$ cat src/hdl/eeprom_wr_pkg.sv
package eeprom_wr_pkg;

	// ==========================================================
	// Clock and write cycle timing
	localparam int CLK_PERIOD_NS = 4;                   // 250 MHz system clock
	localparam int WRITE_TIME_US = 4000;                // Longest internal write cycle
	localparam int WRITE_CYCLES  = WRITE_TIME_US * 1000 / CLK_PERIOD_NS;
	localparam int WCNT_W        = 24;                  // Width of write cycle counter

	// ==========================================================
	// Select code layout
	localparam logic [3:0] SEL_MEMORY  = 4'ha;          // Device type for memory array
	localparam logic [3:0] SEL_FEATURE = 4'hb;          // Device type for feature spaces
	localparam int         SEL_DIR_BIT = 0;             // Direction bit, one reads
	localparam int         SEL_CE_LSB  = 1;             // Chip enable bits in select byte
	localparam int         SEL_CE_MSB  = 3;
	localparam int         SEL_TYPE_LSB = 4;            // Device type nibble
	localparam int         SEL_TYPE_MSB = 7;

	// ==========================================================
	// Configuration register fields
	localparam int CFG_CE_LSB     = 1;                  // Chip enable bits of address config
	localparam int CFG_CE_MSB     = 3;
	localparam int PROT_ACT_BIT   = 3;                  // Protect activate bit
	localparam int PROT_SIZE_LSB  = 1;                  // Protect size bits
	localparam int PROT_SIZE_MSB  = 2;

	// ==========================================================
	// Feature space codes from first address byte bits 7 to 5
	localparam logic [2:0] FEAT_TYPEID  = 3'h7;
	localparam logic [2:0] FEAT_ADDRCFG = 3'h6;
	localparam logic [2:0] FEAT_PROTCFG = 3'h5;
	localparam logic [2:0] FEAT_IDPAGE  = 3'h0;
	localparam logic [2:0] FEAT_LOCK    = 3'h3;

	// ==========================================================
	// Page and byte geometry
	localparam int         PAGE_OFS_W = 7;              // 128 byte page offset
	localparam logic [2:0] BIT_LAST   = 3'h7;           // Eighth bit of a byte
	localparam logic [2:0] BIT_STOP   = 3'h1;           // Count once the tenth slot's clock has risen
	localparam int         FIFO_DEPTH = 16;

	// ==========================================================
	// Types
	typedef enum logic [2:0] {
		TGT_MEMORY, TGT_TYPEID, TGT_ADDRCFG, TGT_PROTCFG, TGT_IDPAGE, TGT_LOCK, TGT_NONE
	} target_e;

	typedef struct packed {
		target_e     target;                            // Space the byte is written to
		logic [15:0] addr;                              // Byte address in that space
		logic [7:0]  data;                              // Data byte
	} wr_item_s;

	localparam int ITEM_W = $bits(wr_item_s);

	typedef enum {
		ST_IDLE, ST_SELECT, ST_ADDR_HI, ST_ADDR_LO, ST_DATA, ST_IGNORE, ST_BUSY
	} link_state_e;

endpackage

$ cat src/hdl/eeprom_write_slave.sv
// Operation
// - Slave only, master owns the clock
// - Start is SDA fall with SCL high
// - Watch for start except while writing
// - Stop ends the current communication
// - Stop after read no_acknowledge gives standby
// - Sample SDA on rising SCL edge
// - Release after eight bits, ack ninth
// - Ack select only when chip enable matches
// - Mismatch: no ack, drop to standby
// - Select bit zero gives direction
// - Type nibble picks memory or features
// - First address byte: high bits, feature
// - Second address byte: low bits, offset
// - Bytes travel most significant bit first
// - Select, two addresses, then data, acked
// - Only stop in tenth slot writes
// - After write, counter past last byte
// - Busy writing: SDA released, no answers
// - Protected bytes get no ack, unchanged
// - Byte write: one byte then stop
// - Page write wraps within 128 bytes
// - Advance page counter after each accepted byte
// - Chip enable bits from config bits 3..1
// - Activate bit enables quarter-based protection
`timescale 1ns/1ns
module eeprom_write_slave #(
	parameter int WRITE_CYCLES = eeprom_wr_pkg::WRITE_CYCLES
) (
	// System
	input  wire logic                          clk,
	input  wire logic                          rst_n,
	// Two-wire bus pins
	input  wire logic                          sclPin,
	input  wire logic                          sdaIn,
	output logic                               sdaOut,
	output logic                               sdaOe,
	input  wire logic                          writeInhibitPin,
	// Configuration from the register store
	input  wire logic [7:0]                    addressConfig,
	input  wire logic [7:0]                    protectionConfig,
	// Staged write bytes towards the array
	output logic                               stageValid,
	output eeprom_wr_pkg::wr_item_s            stageItem,
	input  wire logic                          stageReady,
	// Write cycle control and status
	output logic                               commitWrite,
	output logic                               discardWrite,
	output logic                               writeBusy,
	output logic [15:0]                        addrCounter
);

	// ==========================================================
	// Synchronised pins
	logic scl;                                          // SCL level
	logic sda;                                          // SDA level
	logic wi;                                           // Write inhibit level
	logic sclRise;
	logic sclFall;
	logic sdaRise;
	logic sdaFall;
	logic startSeen;                                    // Start condition this cycle
	logic stopSeen;                                     // Stop condition this cycle

	pin_sync u_sync (
		.clk     (clk),
		.rst_n   (rst_n),
		.sclPin  (sclPin),
		.sdaPin  (sdaIn),
		.wiPin   (writeInhibitPin),
		.scl     (scl),
		.sda     (sda),
		.wi      (wi),
		.sclRise (sclRise),
		.sclFall (sclFall),
		.sdaRise (sdaRise),
		.sdaFall (sdaFall)
	);

	assign startSeen = sdaFall & scl;
	assign stopSeen  = sdaRise & scl;

	// ==========================================================
	// Protocol state
	eeprom_wr_pkg::link_state_e state;                  // Transfer phase
	logic [2:0]                 bitCnt;                 // Bits received of current byte
	logic [7:0]                 shift;                  // Shift register
	logic                       byteReady;              // Eight bits in, ack pending
	logic                       ackSlot;                // Ninth clock in progress
	logic                       ackNow;                 // Decision for this ack slot
	logic                       gotData;                // A data byte closed the last slot
	logic                       isRead;                 // Direction of this transfer
	logic                       featSel;                // Feature device type selected
	eeprom_wr_pkg::target_e     target;                 // Decoded target space
	logic [15:0]                addr;                   // Current write address
	logic [15:0]                lastAddr;               // Last byte accepted
	logic [eeprom_wr_pkg::WCNT_W-1:0] waitCnt;          // Write cycle countdown
	logic [7:0]                 byteIn;                 // Completed byte incl. last bit
	logic                       fifoReady;              // Room in the staging buffer
	logic                       push;                   // Accept a data byte
	eeprom_wr_pkg::wr_item_s    pushItem;
	logic                       commitNow;              // Stop in the tenth slot after a data ack

	assign byteIn = {shift[6:0], sda};

	// ==========================================================
	// Write protection decision for one byte
	function automatic logic isProtected(input eeprom_wr_pkg::target_e tgt,
	                                      input logic [15:0] a, input logic inh);
		logic [1:0] size;
		logic       hit;
		size = protectionConfig[eeprom_wr_pkg::PROT_SIZE_MSB:eeprom_wr_pkg::PROT_SIZE_LSB];
		case (size)
			2'h0: hit = a[15] & a[14];                  // Upper quarter
			2'h1: hit = a[15];                          // Upper half
			2'h2: hit = a[15] | a[14];                  // Upper three quarters
			default: hit = 1'b1;                        // Whole array
		endcase
		if (inh || tgt == eeprom_wr_pkg::TGT_TYPEID || tgt == eeprom_wr_pkg::TGT_NONE) begin
			isProtected = 1'b1;
		end else if (tgt == eeprom_wr_pkg::TGT_MEMORY) begin
			isProtected = protectionConfig[eeprom_wr_pkg::PROT_ACT_BIT] & hit;
		end else begin
			isProtected = 1'b0;
		end
	endfunction

	// ==========================================================
	// Next address inside the page, upper bits held
	function automatic logic [15:0] pageNext(input logic [15:0] a);
		pageNext = {a[15:eeprom_wr_pkg::PAGE_OFS_W],
		            a[eeprom_wr_pkg::PAGE_OFS_W-1:0] + 1'b1};
	endfunction

	// ==========================================================
	// Feature code to target space
	function automatic eeprom_wr_pkg::target_e featTarget(input logic [2:0] code);
		case (code)
			eeprom_wr_pkg::FEAT_TYPEID:  featTarget = eeprom_wr_pkg::TGT_TYPEID;
			eeprom_wr_pkg::FEAT_ADDRCFG: featTarget = eeprom_wr_pkg::TGT_ADDRCFG;
			eeprom_wr_pkg::FEAT_PROTCFG: featTarget = eeprom_wr_pkg::TGT_PROTCFG;
			eeprom_wr_pkg::FEAT_IDPAGE:  featTarget = eeprom_wr_pkg::TGT_IDPAGE;
			eeprom_wr_pkg::FEAT_LOCK:    featTarget = eeprom_wr_pkg::TGT_LOCK;
			default:                     featTarget = eeprom_wr_pkg::TGT_NONE;
		endcase
	endfunction

	// Data byte accepted when unprotected and buffer has room
	assign push = sclRise & ~ackSlot & (bitCnt == eeprom_wr_pkg::BIT_LAST)
	            & (state == eeprom_wr_pkg::ST_DATA) & ~isProtected(target, addr, wi) & fifoReady;
	assign pushItem = '{target: target, addr: addr, data: byteIn};
	// The stop's own clock rise is counted, so the tenth slot shows one bit in
	assign commitNow = stopSeen && state == eeprom_wr_pkg::ST_DATA && gotData
	                 && bitCnt == eeprom_wr_pkg::BIT_STOP;

	// ==========================================================
	// Bit counter and shift register, sampled on rising SCL
	always_ff @(posedge clk) begin
		if (!rst_n || startSeen || stopSeen) begin
			bitCnt    <= '0;
			byteReady <= 1'b0;
		end else if (sclRise && !ackSlot) begin
			shift     <= byteIn;
			bitCnt    <= bitCnt + 1'b1;
			byteReady <= bitCnt == eeprom_wr_pkg::BIT_LAST;
		end else if (sclFall && byteReady) begin
			byteReady <= 1'b0;
		end
	end

	// ==========================================================
	// Acknowledge slot: drive low across the ninth clock
	always_ff @(posedge clk) begin
		if (!rst_n || stopSeen || startSeen || state == eeprom_wr_pkg::ST_BUSY) begin
			sdaOe   <= 1'b0;
			ackSlot <= 1'b0;
		end else if (sclFall && byteReady) begin
			sdaOe   <= ackNow;
			ackSlot <= 1'b1;
		end else if (sclFall && ackSlot) begin
			sdaOe   <= 1'b0;
			ackSlot <= 1'b0;
		end
	end

	// Open drain: only ever pulls low
	always_ff @(posedge clk) begin
		sdaOut <= 1'b0;
	end

	// ==========================================================
	// Transfer sequencing, one step per completed byte
	always_ff @(posedge clk) begin
		if (!rst_n) begin
			state   <= eeprom_wr_pkg::ST_IDLE;
			ackNow  <= 1'b0;
			gotData <= 1'b0;
			isRead  <= 1'b0;
			featSel <= 1'b0;
			target  <= eeprom_wr_pkg::TGT_NONE;
			addr    <= '0;
		end else if (state == eeprom_wr_pkg::ST_BUSY) begin
			if (waitCnt == '0) begin
				state <= eeprom_wr_pkg::ST_IDLE;
			end
		end else if (startSeen) begin
			state   <= eeprom_wr_pkg::ST_SELECT;
			gotData <= 1'b0;
		end else if (stopSeen) begin
			// Stop right after a data ack slot starts the write cycle
			if (commitNow) begin
				state <= eeprom_wr_pkg::ST_BUSY;
			end else begin
				state <= eeprom_wr_pkg::ST_IDLE;
			end
		end else if (sclFall && ackSlot) begin
			gotData <= gotData && ackNow;               // Only an acked data byte keeps it
		end else if (sclRise && !ackSlot && bitCnt == eeprom_wr_pkg::BIT_LAST) begin
			gotData <= 1'b0;
			case (state)
				eeprom_wr_pkg::ST_SELECT: begin
					isRead  <= byteIn[eeprom_wr_pkg::SEL_DIR_BIT];
					featSel <= byteIn[eeprom_wr_pkg::SEL_TYPE_MSB:eeprom_wr_pkg::SEL_TYPE_LSB]
					           == eeprom_wr_pkg::SEL_FEATURE;
					if (byteIn[eeprom_wr_pkg::SEL_CE_MSB:eeprom_wr_pkg::SEL_CE_LSB]
					    == addressConfig[eeprom_wr_pkg::CFG_CE_MSB:eeprom_wr_pkg::CFG_CE_LSB]
					    && (byteIn[eeprom_wr_pkg::SEL_TYPE_MSB:eeprom_wr_pkg::SEL_TYPE_LSB]
					        == eeprom_wr_pkg::SEL_MEMORY
					     || byteIn[eeprom_wr_pkg::SEL_TYPE_MSB:eeprom_wr_pkg::SEL_TYPE_LSB]
					        == eeprom_wr_pkg::SEL_FEATURE)) begin
						ackNow <= 1'b1;
						// Read data path lives elsewhere; wait for stop
						state  <= byteIn[eeprom_wr_pkg::SEL_DIR_BIT] ? eeprom_wr_pkg::ST_IGNORE
						                                            : eeprom_wr_pkg::ST_ADDR_HI;
					end else begin
						ackNow <= 1'b0;
						state  <= eeprom_wr_pkg::ST_IGNORE;
					end
				end
				eeprom_wr_pkg::ST_ADDR_HI: begin
					ackNow     <= 1'b1;
					addr[15:8] <= byteIn;
					target     <= featSel ? featTarget(byteIn[7:5]) : eeprom_wr_pkg::TGT_MEMORY;
					state      <= eeprom_wr_pkg::ST_ADDR_LO;
				end
				eeprom_wr_pkg::ST_ADDR_LO: begin
					ackNow    <= 1'b1;
					addr[7:0] <= (target == eeprom_wr_pkg::TGT_IDPAGE) ? {1'b0, byteIn[6:0]}
					           : byteIn;
					state     <= eeprom_wr_pkg::ST_DATA;
				end
				eeprom_wr_pkg::ST_DATA: begin
					ackNow <= push;
					gotData <= push;                        // Data byte taken, stop may commit
					if (push) begin
						addr <= pageNext(addr);
					end
				end
				default: begin
					ackNow <= 1'b0;
				end
			endcase
		end
	end

	// ==========================================================
	// Last accepted byte, used to place the counter after a write
	always_ff @(posedge clk) begin
		if (!rst_n) begin
			lastAddr <= '0;
		end else if (push) begin
			lastAddr <= addr;
		end
	end

	// ==========================================================
	// Internal write cycle timer and address counter
	always_ff @(posedge clk) begin
		if (!rst_n) begin
			waitCnt     <= '0;
			writeBusy   <= 1'b0;
			addrCounter <= '0;
		end else if (state != eeprom_wr_pkg::ST_BUSY) begin
			waitCnt   <= eeprom_wr_pkg::WCNT_W'(WRITE_CYCLES - 1);
			writeBusy <= 1'b0;
		end else if (waitCnt == '0) begin
			writeBusy   <= 1'b0;
			addrCounter <= pageNext(lastAddr);
		end else begin
			waitCnt   <= waitCnt - 1'b1;
			writeBusy <= 1'b1;
		end
	end

	// ==========================================================
	// Commit on a tenth-slot stop, discard on other starts and stops outside the write cycle
	always_ff @(posedge clk) begin
		if (!rst_n) begin
			commitWrite  <= 1'b0;
			discardWrite <= 1'b0;
		end else begin
			commitWrite  <= commitNow;
			discardWrite <= (stopSeen || startSeen) && state != eeprom_wr_pkg::ST_BUSY && !commitNow;
		end
	end

	// ==========================================================
	// Staging buffer towards the array
	wr_fifo #(
		.WIDTH (eeprom_wr_pkg::ITEM_W),
		.DEPTH (eeprom_wr_pkg::FIFO_DEPTH)
	) u_fifo (
		.clk      (clk),
		.rst_n    (rst_n),
		.inValid  (push),
		.inData   (pushItem),
		.inReady  (fifoReady),
		.outValid (stageValid),
		.outData  (stageItem),
		.outReady (stageReady)
	);

	// ==========================================================
	// Checks
	chk_busy_quiet: assert property (@(posedge clk) disable iff (!rst_n)
		state == eeprom_wr_pkg::ST_BUSY |=> !sdaOe)
		else $error("SDA driven during write cycle");
	chk_start_select: assert property (@(posedge clk) disable iff (!rst_n)
		startSeen && state != eeprom_wr_pkg::ST_BUSY |=> state == eeprom_wr_pkg::ST_SELECT)
		else $error("Start not taken");
	chk_busy_deaf: assert property (@(posedge clk) disable iff (!rst_n)
		state == eeprom_wr_pkg::ST_BUSY && waitCnt != '0 |=> state == eeprom_wr_pkg::ST_BUSY)
		else $error("Left write cycle early");
	chk_stop_idle: assert property (@(posedge clk) disable iff (!rst_n)
		stopSeen && state == eeprom_wr_pkg::ST_IGNORE |=> state == eeprom_wr_pkg::ST_IDLE)
		else $error("Stop did not end transfer");
	chk_ack_release: assert property (@(posedge clk) disable iff (!rst_n)
		sclFall && ackSlot && !startSeen && !stopSeen |=> !sdaOe && !ackSlot)
		else $error("Ack not released after ninth clock");
	chk_nomatch_ignore: assert property (@(posedge clk) disable iff (!rst_n)
		sclRise && !ackSlot && bitCnt == eeprom_wr_pkg::BIT_LAST && state == eeprom_wr_pkg::ST_SELECT
		&& byteIn[3:1] != addressConfig[3:1] && !startSeen && !stopSeen
		|=> state == eeprom_wr_pkg::ST_IGNORE && !ackNow)
		else $error("Mismatched select answered");
	chk_inhibit_block: assert property (@(posedge clk) disable iff (!rst_n)
		wi |-> !push)
		else $error("Byte accepted while inhibited");
	chk_commit_busy: assert property (@(posedge clk) disable iff (!rst_n)
		commitWrite |-> state == eeprom_wr_pkg::ST_BUSY ##1 writeBusy)
		else $error("Commit without write cycle");
	chk_page_wrap: assert property (@(posedge clk) disable iff (!rst_n)
		push && !startSeen && !stopSeen |=> addr[15:7] == $past(addr[15:7])
		&& addr[6:0] == $past(addr[6:0]) + 7'h1)
		else $error("Page counter wrong");
	chk_after_write: assert property (@(posedge clk) disable iff (!rst_n)
		state == eeprom_wr_pkg::ST_BUSY && waitCnt == '0 |=> addrCounter == pageNext(lastAddr))
		else $error("Counter not past last byte");

endmodule

$ cat src/hdl/pin_sync.sv
`timescale 1ns/1ns
module pin_sync (
	// System
	input  wire logic clk,
	input  wire logic rst_n,
	// Raw pins
	input  wire logic sclPin,
	input  wire logic sdaPin,
	input  wire logic wiPin,
	// Synchronised levels and edges
	output logic      scl,
	output logic      sda,
	output logic      wi,
	output logic      sclRise,
	output logic      sclFall,
	output logic      sdaRise,
	output logic      sdaFall
);

	logic [2:0] meta;                                   // First stage, read only by second
	logic [2:0] sync;                                   // Second stage
	logic [1:0] prev;                                   // Previous scl and sda

	// ==========================================================
	// Two flip-flop synchronisers, idle bus reads high
	always_ff @(posedge clk) begin
		if (!rst_n) begin
			meta <= 3'h3;
			sync <= 3'h3;
		end else begin
			meta <= {wiPin, sdaPin, sclPin};
			sync <= meta;
		end
	end

	// ==========================================================
	// Edge detection on synchronised levels
	always_ff @(posedge clk) begin
		if (!rst_n) begin
			prev <= 2'h3;
		end else begin
			prev <= sync[1:0];
		end
	end

	assign scl     = sync[0];
	assign sda     = sync[1];
	assign wi      = sync[2];
	assign sclRise = sync[0] & ~prev[0];
	assign sclFall = ~sync[0] & prev[0];
	assign sdaRise = sync[1] & ~prev[1];
	assign sdaFall = ~sync[1] & prev[1];

endmodule

$ cat src/hdl/wr_fifo.sv
`timescale 1ns/1ns
module wr_fifo #(
	parameter int WIDTH = 8,
	parameter int DEPTH = 16
) (
	// System
	input  wire logic             clk,
	input  wire logic             rst_n,
	// Fill side
	input  wire logic             inValid,
	input  wire logic [WIDTH-1:0] inData,
	output logic                  inReady,
	// Drain side
	output logic                  outValid,
	output logic [WIDTH-1:0]      outData,
	input  wire logic             outReady
);

	localparam int AW = $clog2(DEPTH);

	logic [WIDTH-1:0] mem [DEPTH];                      // Flip-flop storage
	logic [AW-1:0]    wrPtr;                            // Next slot to fill
	logic [AW-1:0]    rdPtr;                            // Oldest slot
	logic [AW:0]      count;                            // Words held
	logic             push;
	logic             pop;

	assign push     = inValid & inReady;
	assign pop      = outValid & outReady;
	assign inReady  = count != (AW+1)'(DEPTH);
	assign outValid = count != '0;
	assign outData  = mem[rdPtr];

	// ==========================================================
	// Storage write
	always_ff @(posedge clk) begin
		if (push) begin
			mem[wrPtr] <= inData;
		end
	end

	// ==========================================================
	// Pointers and fill level
	always_ff @(posedge clk) begin
		if (!rst_n) begin
			wrPtr <= '0;
			rdPtr <= '0;
			count <= '0;
		end else begin
			if (push) begin
				wrPtr <= (wrPtr == AW'(DEPTH-1)) ? '0 : wrPtr + 1'b1;
			end
			if (pop) begin
				rdPtr <= (rdPtr == AW'(DEPTH-1)) ? '0 : rdPtr + 1'b1;
			end
			count <= count + (AW+1)'(push) - (AW+1)'(pop);
		end
	end

endmodule

$ cat config.mk
export PLATFORM = sky130hd
export DESIGN_NAME = eeprom_write_slave
export DESIGN_NICKNAME = d
export VERILOG_FILES = /design/src/hdl/eeprom_wr_pkg.sv /design/src/hdl/eeprom_write_slave.sv /design/src/hdl/pin_sync.sv /design/src/hdl/wr_fifo.sv
export SDC_FILE = /design/constraint.sdc
export NUM_CORES = 1
export LEC_CHECK = 0
export ABC_CLOCK_PERIOD_IN_PS = 5100
export BUFFER_PORTS_ARGS = -buffer_cell sky130_fd_sc_hd__buf_2
export CAP_MARGIN = 20
export CORE_UTILIZATION = 62
export CTS_CLUSTER_SIZE = 30
export DETAILED_ROUTE_END_ITERATION = 10
export GPL_TIMING_DRIVEN = 0
export PLACE_DENSITY_LB_ADDON = 0.2
export SLEW_MARGIN = 10
export SYNTH_ARGS = -nofsm -noshare
export SYNTH_HDL_FRONTEND = slang
export SYNTH_SLANG_ARGS = --single-unit
$ cat constraint.sdc
create_clock -name clk -period 5.1 [get_ports clk]
set_input_delay 1.275 -clock clk [delete_from_list [all_inputs] [get_ports clk]]
set_output_delay 1.275 -clock clk [all_outputs]
set_load 0.02 [all_outputs]
* Word-level counts from Yosys, hierarchy flattened
Memory sizes are Yosys's and may differ from the RTL's. A register that Yosys moved wholly into a read port is not among the register bits.
Index checks and enable logic that the tools add are counted.
** Word-level totals
- Bits in writable memories :: 432
- Output and inout port bits :: 49
- Bits in latches :: 0
- Memories kept :: 1
- Bits in read-only memories :: 0
- Register bits :: 147
** Memory list
- u_fifo.mem :: words 16, bits a word 27, read ports 1, clocked after memory_dff 1, wr ports 1, line wr_fifo.sv:21 : logic [WIDTH-1:0] mem [DEPTH];
** Operators by class
- $mul :: 0
- Divide/modulo/power cells :: 0
- Shift operators :: 0
- Reductions and logical operators :: 46
- Add/subtract/negate cells :: 8
- Bitwise gates (word level) :: 30
- Magnitude comparators :: 0
- Eq/ne operators :: 29
- Mux-type cells :: 40
** Operators with widths (number)
- $mux W32 :: 6
- $pmux W32 S3 :: 1
- $eq A32 B2 Y1 const B :: 2
- $eq A32 B4 Y1 const B :: 2
- $mux W20 :: 2
- $eq A32 B1 Y1 const B :: 1
- $eq A32 B3 Y1 const B :: 1
- $ne A32 B4 Y1 const B :: 1
- $pmux W8 S2 :: 2
- $logic_not A24 Y1 :: 1
- $sub A24 B1 Y24 const B :: 1
- $reduce_and A7 Y1 :: 3
- $eq A3 B3 Y1 const B :: 6
- $eq A4 B4 Y1 const B :: 4
- $mux W1 :: 16
- $mux W4 :: 4
- $and A1 B1 Y1 :: 15
- $pmux W3 S5 :: 1
- $add A7 B1 Y7 const B :: 2
- $not A1 Y1 :: 14
- $mux W3 :: 4
- $reduce_and A6 Y1 :: 2
- $logic_and A1 B1 Y1 :: 11
- $logic_or A1 B1 Y1 :: 9
- 30 further kinds :: 42

* Longest topological paths before layout
- Depth in word-level cells :: 13
- Gate-level depth with buffers :: 13
- Gate-level depth less buffers :: 12

* Hierarchy
From an unflattened synthesis, not the netlist that was laid out.
** Unflattened totals
- Cell total of the unflattened synthesis :: 1277
- Area total of the unflattened synthesis :: 21824.7 sq um
** Modules (own cells, without submodules)
- wr_fifo :: instances 1, cells each 769, seq. area each 13312.8 sq um, area an instance 17194.0 sq um
- eeprom_write_slave :: instances 1, cells each 488, seq. area each 2011.9 sq um, area an instance 4395.5 sq um
- pin_sync :: instances 1, cells each 20, seq. area each 160.2 sq um, area an instance 235.2 sq um

* Worst setup path after synthesis
No wires, ideal clock.
- Path type :: in2reg
- Start :: in protectionConfig[2]
- End :: mem u_fifo.mem[2][0] (netlist bit), enable pin
- Stages :: 7
- Setup time :: 445 ps
- Path buffers :: 1
- Path slack :: 670 ps
- Arrival :: 3986 ps
- Cells stage by stage :: o221ai_1 > a211o_1 > nand2_1 > inv_2 > buf_2 > nand2_1 > nor3_1
** Between the ends
- Cells in the longest elaborated chain, start to end :: 11
** Ends and longest elaborated chain
- from (decl) :: line eeprom_write_slave.sv:41 : input wire logic [7:0] protectionConfig,
- $eq A2 B2 Y1 (tied with other cells) :: line eeprom_write_slave.sv:113 : case (size)
- $pmux W1 S3 * :: line eeprom_write_slave.sv:113
- $and A1 B1 Y1 * :: line eeprom_write_slave.sv:122 : isProtected = protectionConfig[eeprom_wr_pkg::PROT_ACT_BIT] & hit;
- $mux W1 * :: line eeprom_write_slave.sv:121 : end else if (tgt == eeprom_wr_pkg::TGT_MEMORY) begin
- $mux W1 * :: line eeprom_write_slave.sv:119 : if (inh || tgt == eeprom_wr_pkg::TGT_TYPEID || tgt == eeprom_wr_pkg::TGT_NONE) begin
- $not A1 Y1 * :: line eeprom_write_slave.sv:150 : & (state == eeprom_wr_pkg::ST_DATA) & ~isProtected(target, addr, wi) & fifoReady;
- $and A1 B1 Y1 * (2 in a row) :: line eeprom_write_slave.sv:150
- $and A1 B1 Y1 * :: line wr_fifo.sv:28 : assign push = inValid & inReady;
- $mux W1 * :: line wr_fifo.sv:37 : if (push) begin
- $mux W1 (not written as such) * :: line wr_fifo.sv:38 : mem[wrPtr] <= inData;
- to (decl) :: line wr_fifo.sv:21
Mark *: on every way between the ends. The rest lies on a longest branch, timed or not.

==> flow_metrics.tcl <==
set metrics [dict create \
    core_area_mm2 0.03454 \
    dr.pass1.iters 5 \
    cts_buffer_depth 3 \
    cts_sinks 554 \
    setup_ws_ns 0.2001 \
    setup-tns-final_ns 0 \
    synthesis.area_mm2 0.02172 \
    synth_area_per_cell_um2 17.56 \
    vias 11990 \
    drc 0 \
    ys_async_sr_fraction_pct 0 \
    cp.arrival_ns 3.62 \
    rows 68 \
    vdd_drop_max_mv 0.3340 \
    crit_type "reg2out" \
    grt_pass1_vias 12180 \
    critPathRequiredTime_ns 3.83 \
    grt_pass1_wl_um 74330 \
    drt_iter0_drc 1096 \
    ys_ff_latch 554 \
    cts_hold_buf 0 \
    status "completed" \
    dieArea_mm2 0.03578 \
    synth_flop_cell "edfxtp_1" \
    rsz0062_at_grt "false" \
    synth_top_area_share_pct 60.70 \
    grt_antenna_before_repair 0 \
    period_share_pct 96.08 \
    die_h_um 189.2 \
    finalSetupViolations 0 \
    track_usage_pct 28.82 \
    finalHoldViolations 0 \
    grt_max_degree 25 \
    area_growth_pct 14.28 \
    clock_latency_ns 0.58 \
    ys_seq_area_share_pct 71.30 \
    initial_utilization_pct 62.87 \
    drive_above_1_share_pct 24.81 \
    viasPerCell 6.378 \
    cap_violations 0 \
    maxSlewViolCount 0 \
    min_delay_path_depth 1 \
    hold_ws_ns 0.4082 \
    synth_top_area_cell "edfxtp_1" \
    ant_nets 0 \
    syn_inst 1237 \
    cts_tree "built" \
    ioPinCount 71 \
    place_ws_ns 0.5633 \
    place_congestion 0.8381 \
    finalClockSkew_ns 0.02006 \
    power_density_mw_per_mm2 404.7 \
    port_buffers 59 \
    h-tree-depth 2 \
    worstMarginPinSlew_ns 1.040 \
    p_leak_nw 7.975 \
    clk_pin_slew_ns 0.06 \
    wirelength_um 49980 \
    synth_edf_count 439 \
    synth_cell_types 69 \
    power_mw 10.04 \
    cts-root-buf "clkbuf_16" \
    hpwl_um 30600 \
    crit_path_end_kind "output pin" \
    slew-limit-headroom_pct 30.69 \
    crit_fanout 10 \
    hold_path_class "reg2reg" \
    cts_setup_buffers 0 \
    synth_warnings 0 \
    syn_nets 1277 \
    wire_per_inst_um 26.60 \
    rr_worst_depth 10 \
    crit_path_start_kind "register" \
    netlist_top_cells_area "edfxtp_1, mux4_2, dfxtp_1" \
    fin_area_mm2 0.02482 \
    fp.dieW_um 189.2 \
    max_freq_mhz 204.1 \
    placed_cell_area_mm2 0.02308 \
    cts_inserted_buffers 53 \
    fin_nets 1419 \
    overflow 0 \
    fin_crit_ns 4.900 \
]
per-layer routing:
| metal | GRT usage (%) | share of wire (%) | vias up |
|---|---|---|---|
| li1 | - | - | 5224 |
| met3 | 4.986 | 7.5 | 108 |
| met4 | 10.98 | 3.1 | 0 |
| met1 | 37.21 | 38 | 6091 |
| met2 | 49.28 | 52 | 562 |
| met5 | 0 | 0 | - |
cell usage in the layout (no fill, tap or decap), types with 14 or more instances in the layout:
cell | Yosys | final
a21oi_1 | 63 | 63
buf_2 | 4 | 62
clkbuf_1 | 50 | 57
clkbuf_16 | 0 | 55
dfxtp_1 | 115 | 115
edfxtp_1 | 439 | 439
ha_1 | 17 | 17
inv_1 | 17 | 17
mux4_2 | 135 | 135
nand2_1 | 84 | 84
nand3_1 | 16 | 16
nor2_1 | 58 | 46
o21ai_0 | 28 | 28
xnor2_1 | 14 | 14
critical path, cell delays in order (launching register included):
cell and delay, ns:
dfxtp_1 0.32, clkbuf_1 0.42, clkdlybuf4s15_2 0.55, buf_2 0.48, mux4_2 0.55, mux4_2 0.53
buf_2 0.19
where the power goes:
part	leakage, nW	switching, mW	internal [mW]
registers	4.91	0.0369	4.85
clock network	0.834	1.64	2.17
logic	2.23	0.710	0.636
flip-flops by register name, indices dropped and copies added, names as in the netlist, 3 cells and up, named ones only:
register	flops
addr	16
shift	7
addrCounter	16
u_fifo.mem	432
lastAddr	16
state	3
target	3
u_sync.sync	3
u_fifo.count	5
bitCnt	3
u_sync.meta	3
waitCnt	24
u_fifo.wrPtr	4
u_fifo.rdPtr	4
synth_stat cells, drive strengths merged, types with 16 or more instances:
library cell  count
o21ai            29
clkbuf           50
mux4            135
edfxtp          439
ha               17
nor3             17
dfxtp           115
nand3            17
nand2            84
nor2             62
a21oi            63
buf              16
inv              18
cells by family after synthesis:
kind of cell               count (synthesis)  share of synthesized area (%)
adders and majority gates                 18                          1.072
AOI/OAI and AO/OA                        150                          4.327
other                                      1                        0.01727
xor gates and xnor gates                  26                          1.049
muxes                                    148                          14.60
DFF                                      554                          71.30
buffers and inverters                     84                          1.596
and+or+nand+nor                          256                          6.038
through the flow:
| step | util, % | cells |
|---|---|---|
| 6_report | 71.85 | 1879 |
| 5_1_grt | 71.85 | 1878 |
| 4_1_cts | 71.73 | 1875 |
| 3_5_place_dp | 66.81 | 1776 |
| 3_3_place_gp | 65.38 | 1751 |
| 2_1_floorplan | - | 1237 |
final timing paths:
path              slack [ns]                           to                 startpoint
setup / recovery        0.20                stageItem[23]                   register
hold / removal          0.41    u_sync.sync[0]$_SDFF_PN1_  u_sync.meta[0]$_SDFF_PN1_
setup reg to reg        1.44  u_fifo.mem[2][21]$_DFFE_PP_      state[2]$_SDFFE_PN0P_
hold reg to reg         0.41    u_sync.sync[0]$_SDFF_PN1_  u_sync.meta[0]$_SDFF_PN1_
what timing repair did:
action                     in CTS  in global routing
gates cloned                    0                  0
resized for setup               2                  5
pin swaps                       0                  0
setup endpoints to repair      20                 16
area by class of cell:
cell class	count	area [µm²]
timing repair buffer	87	715.7
tap	455	569.3
fill	2150	9723
multi-input combinational	599	5997
clock buffer	68	1463
antenna	1	2.502
sequential	554	15480
inverter	18	67.56
buffer	66	291.5
clock inverter	31	229.0
Note: power is estimated with default switching activity, not from simulation.
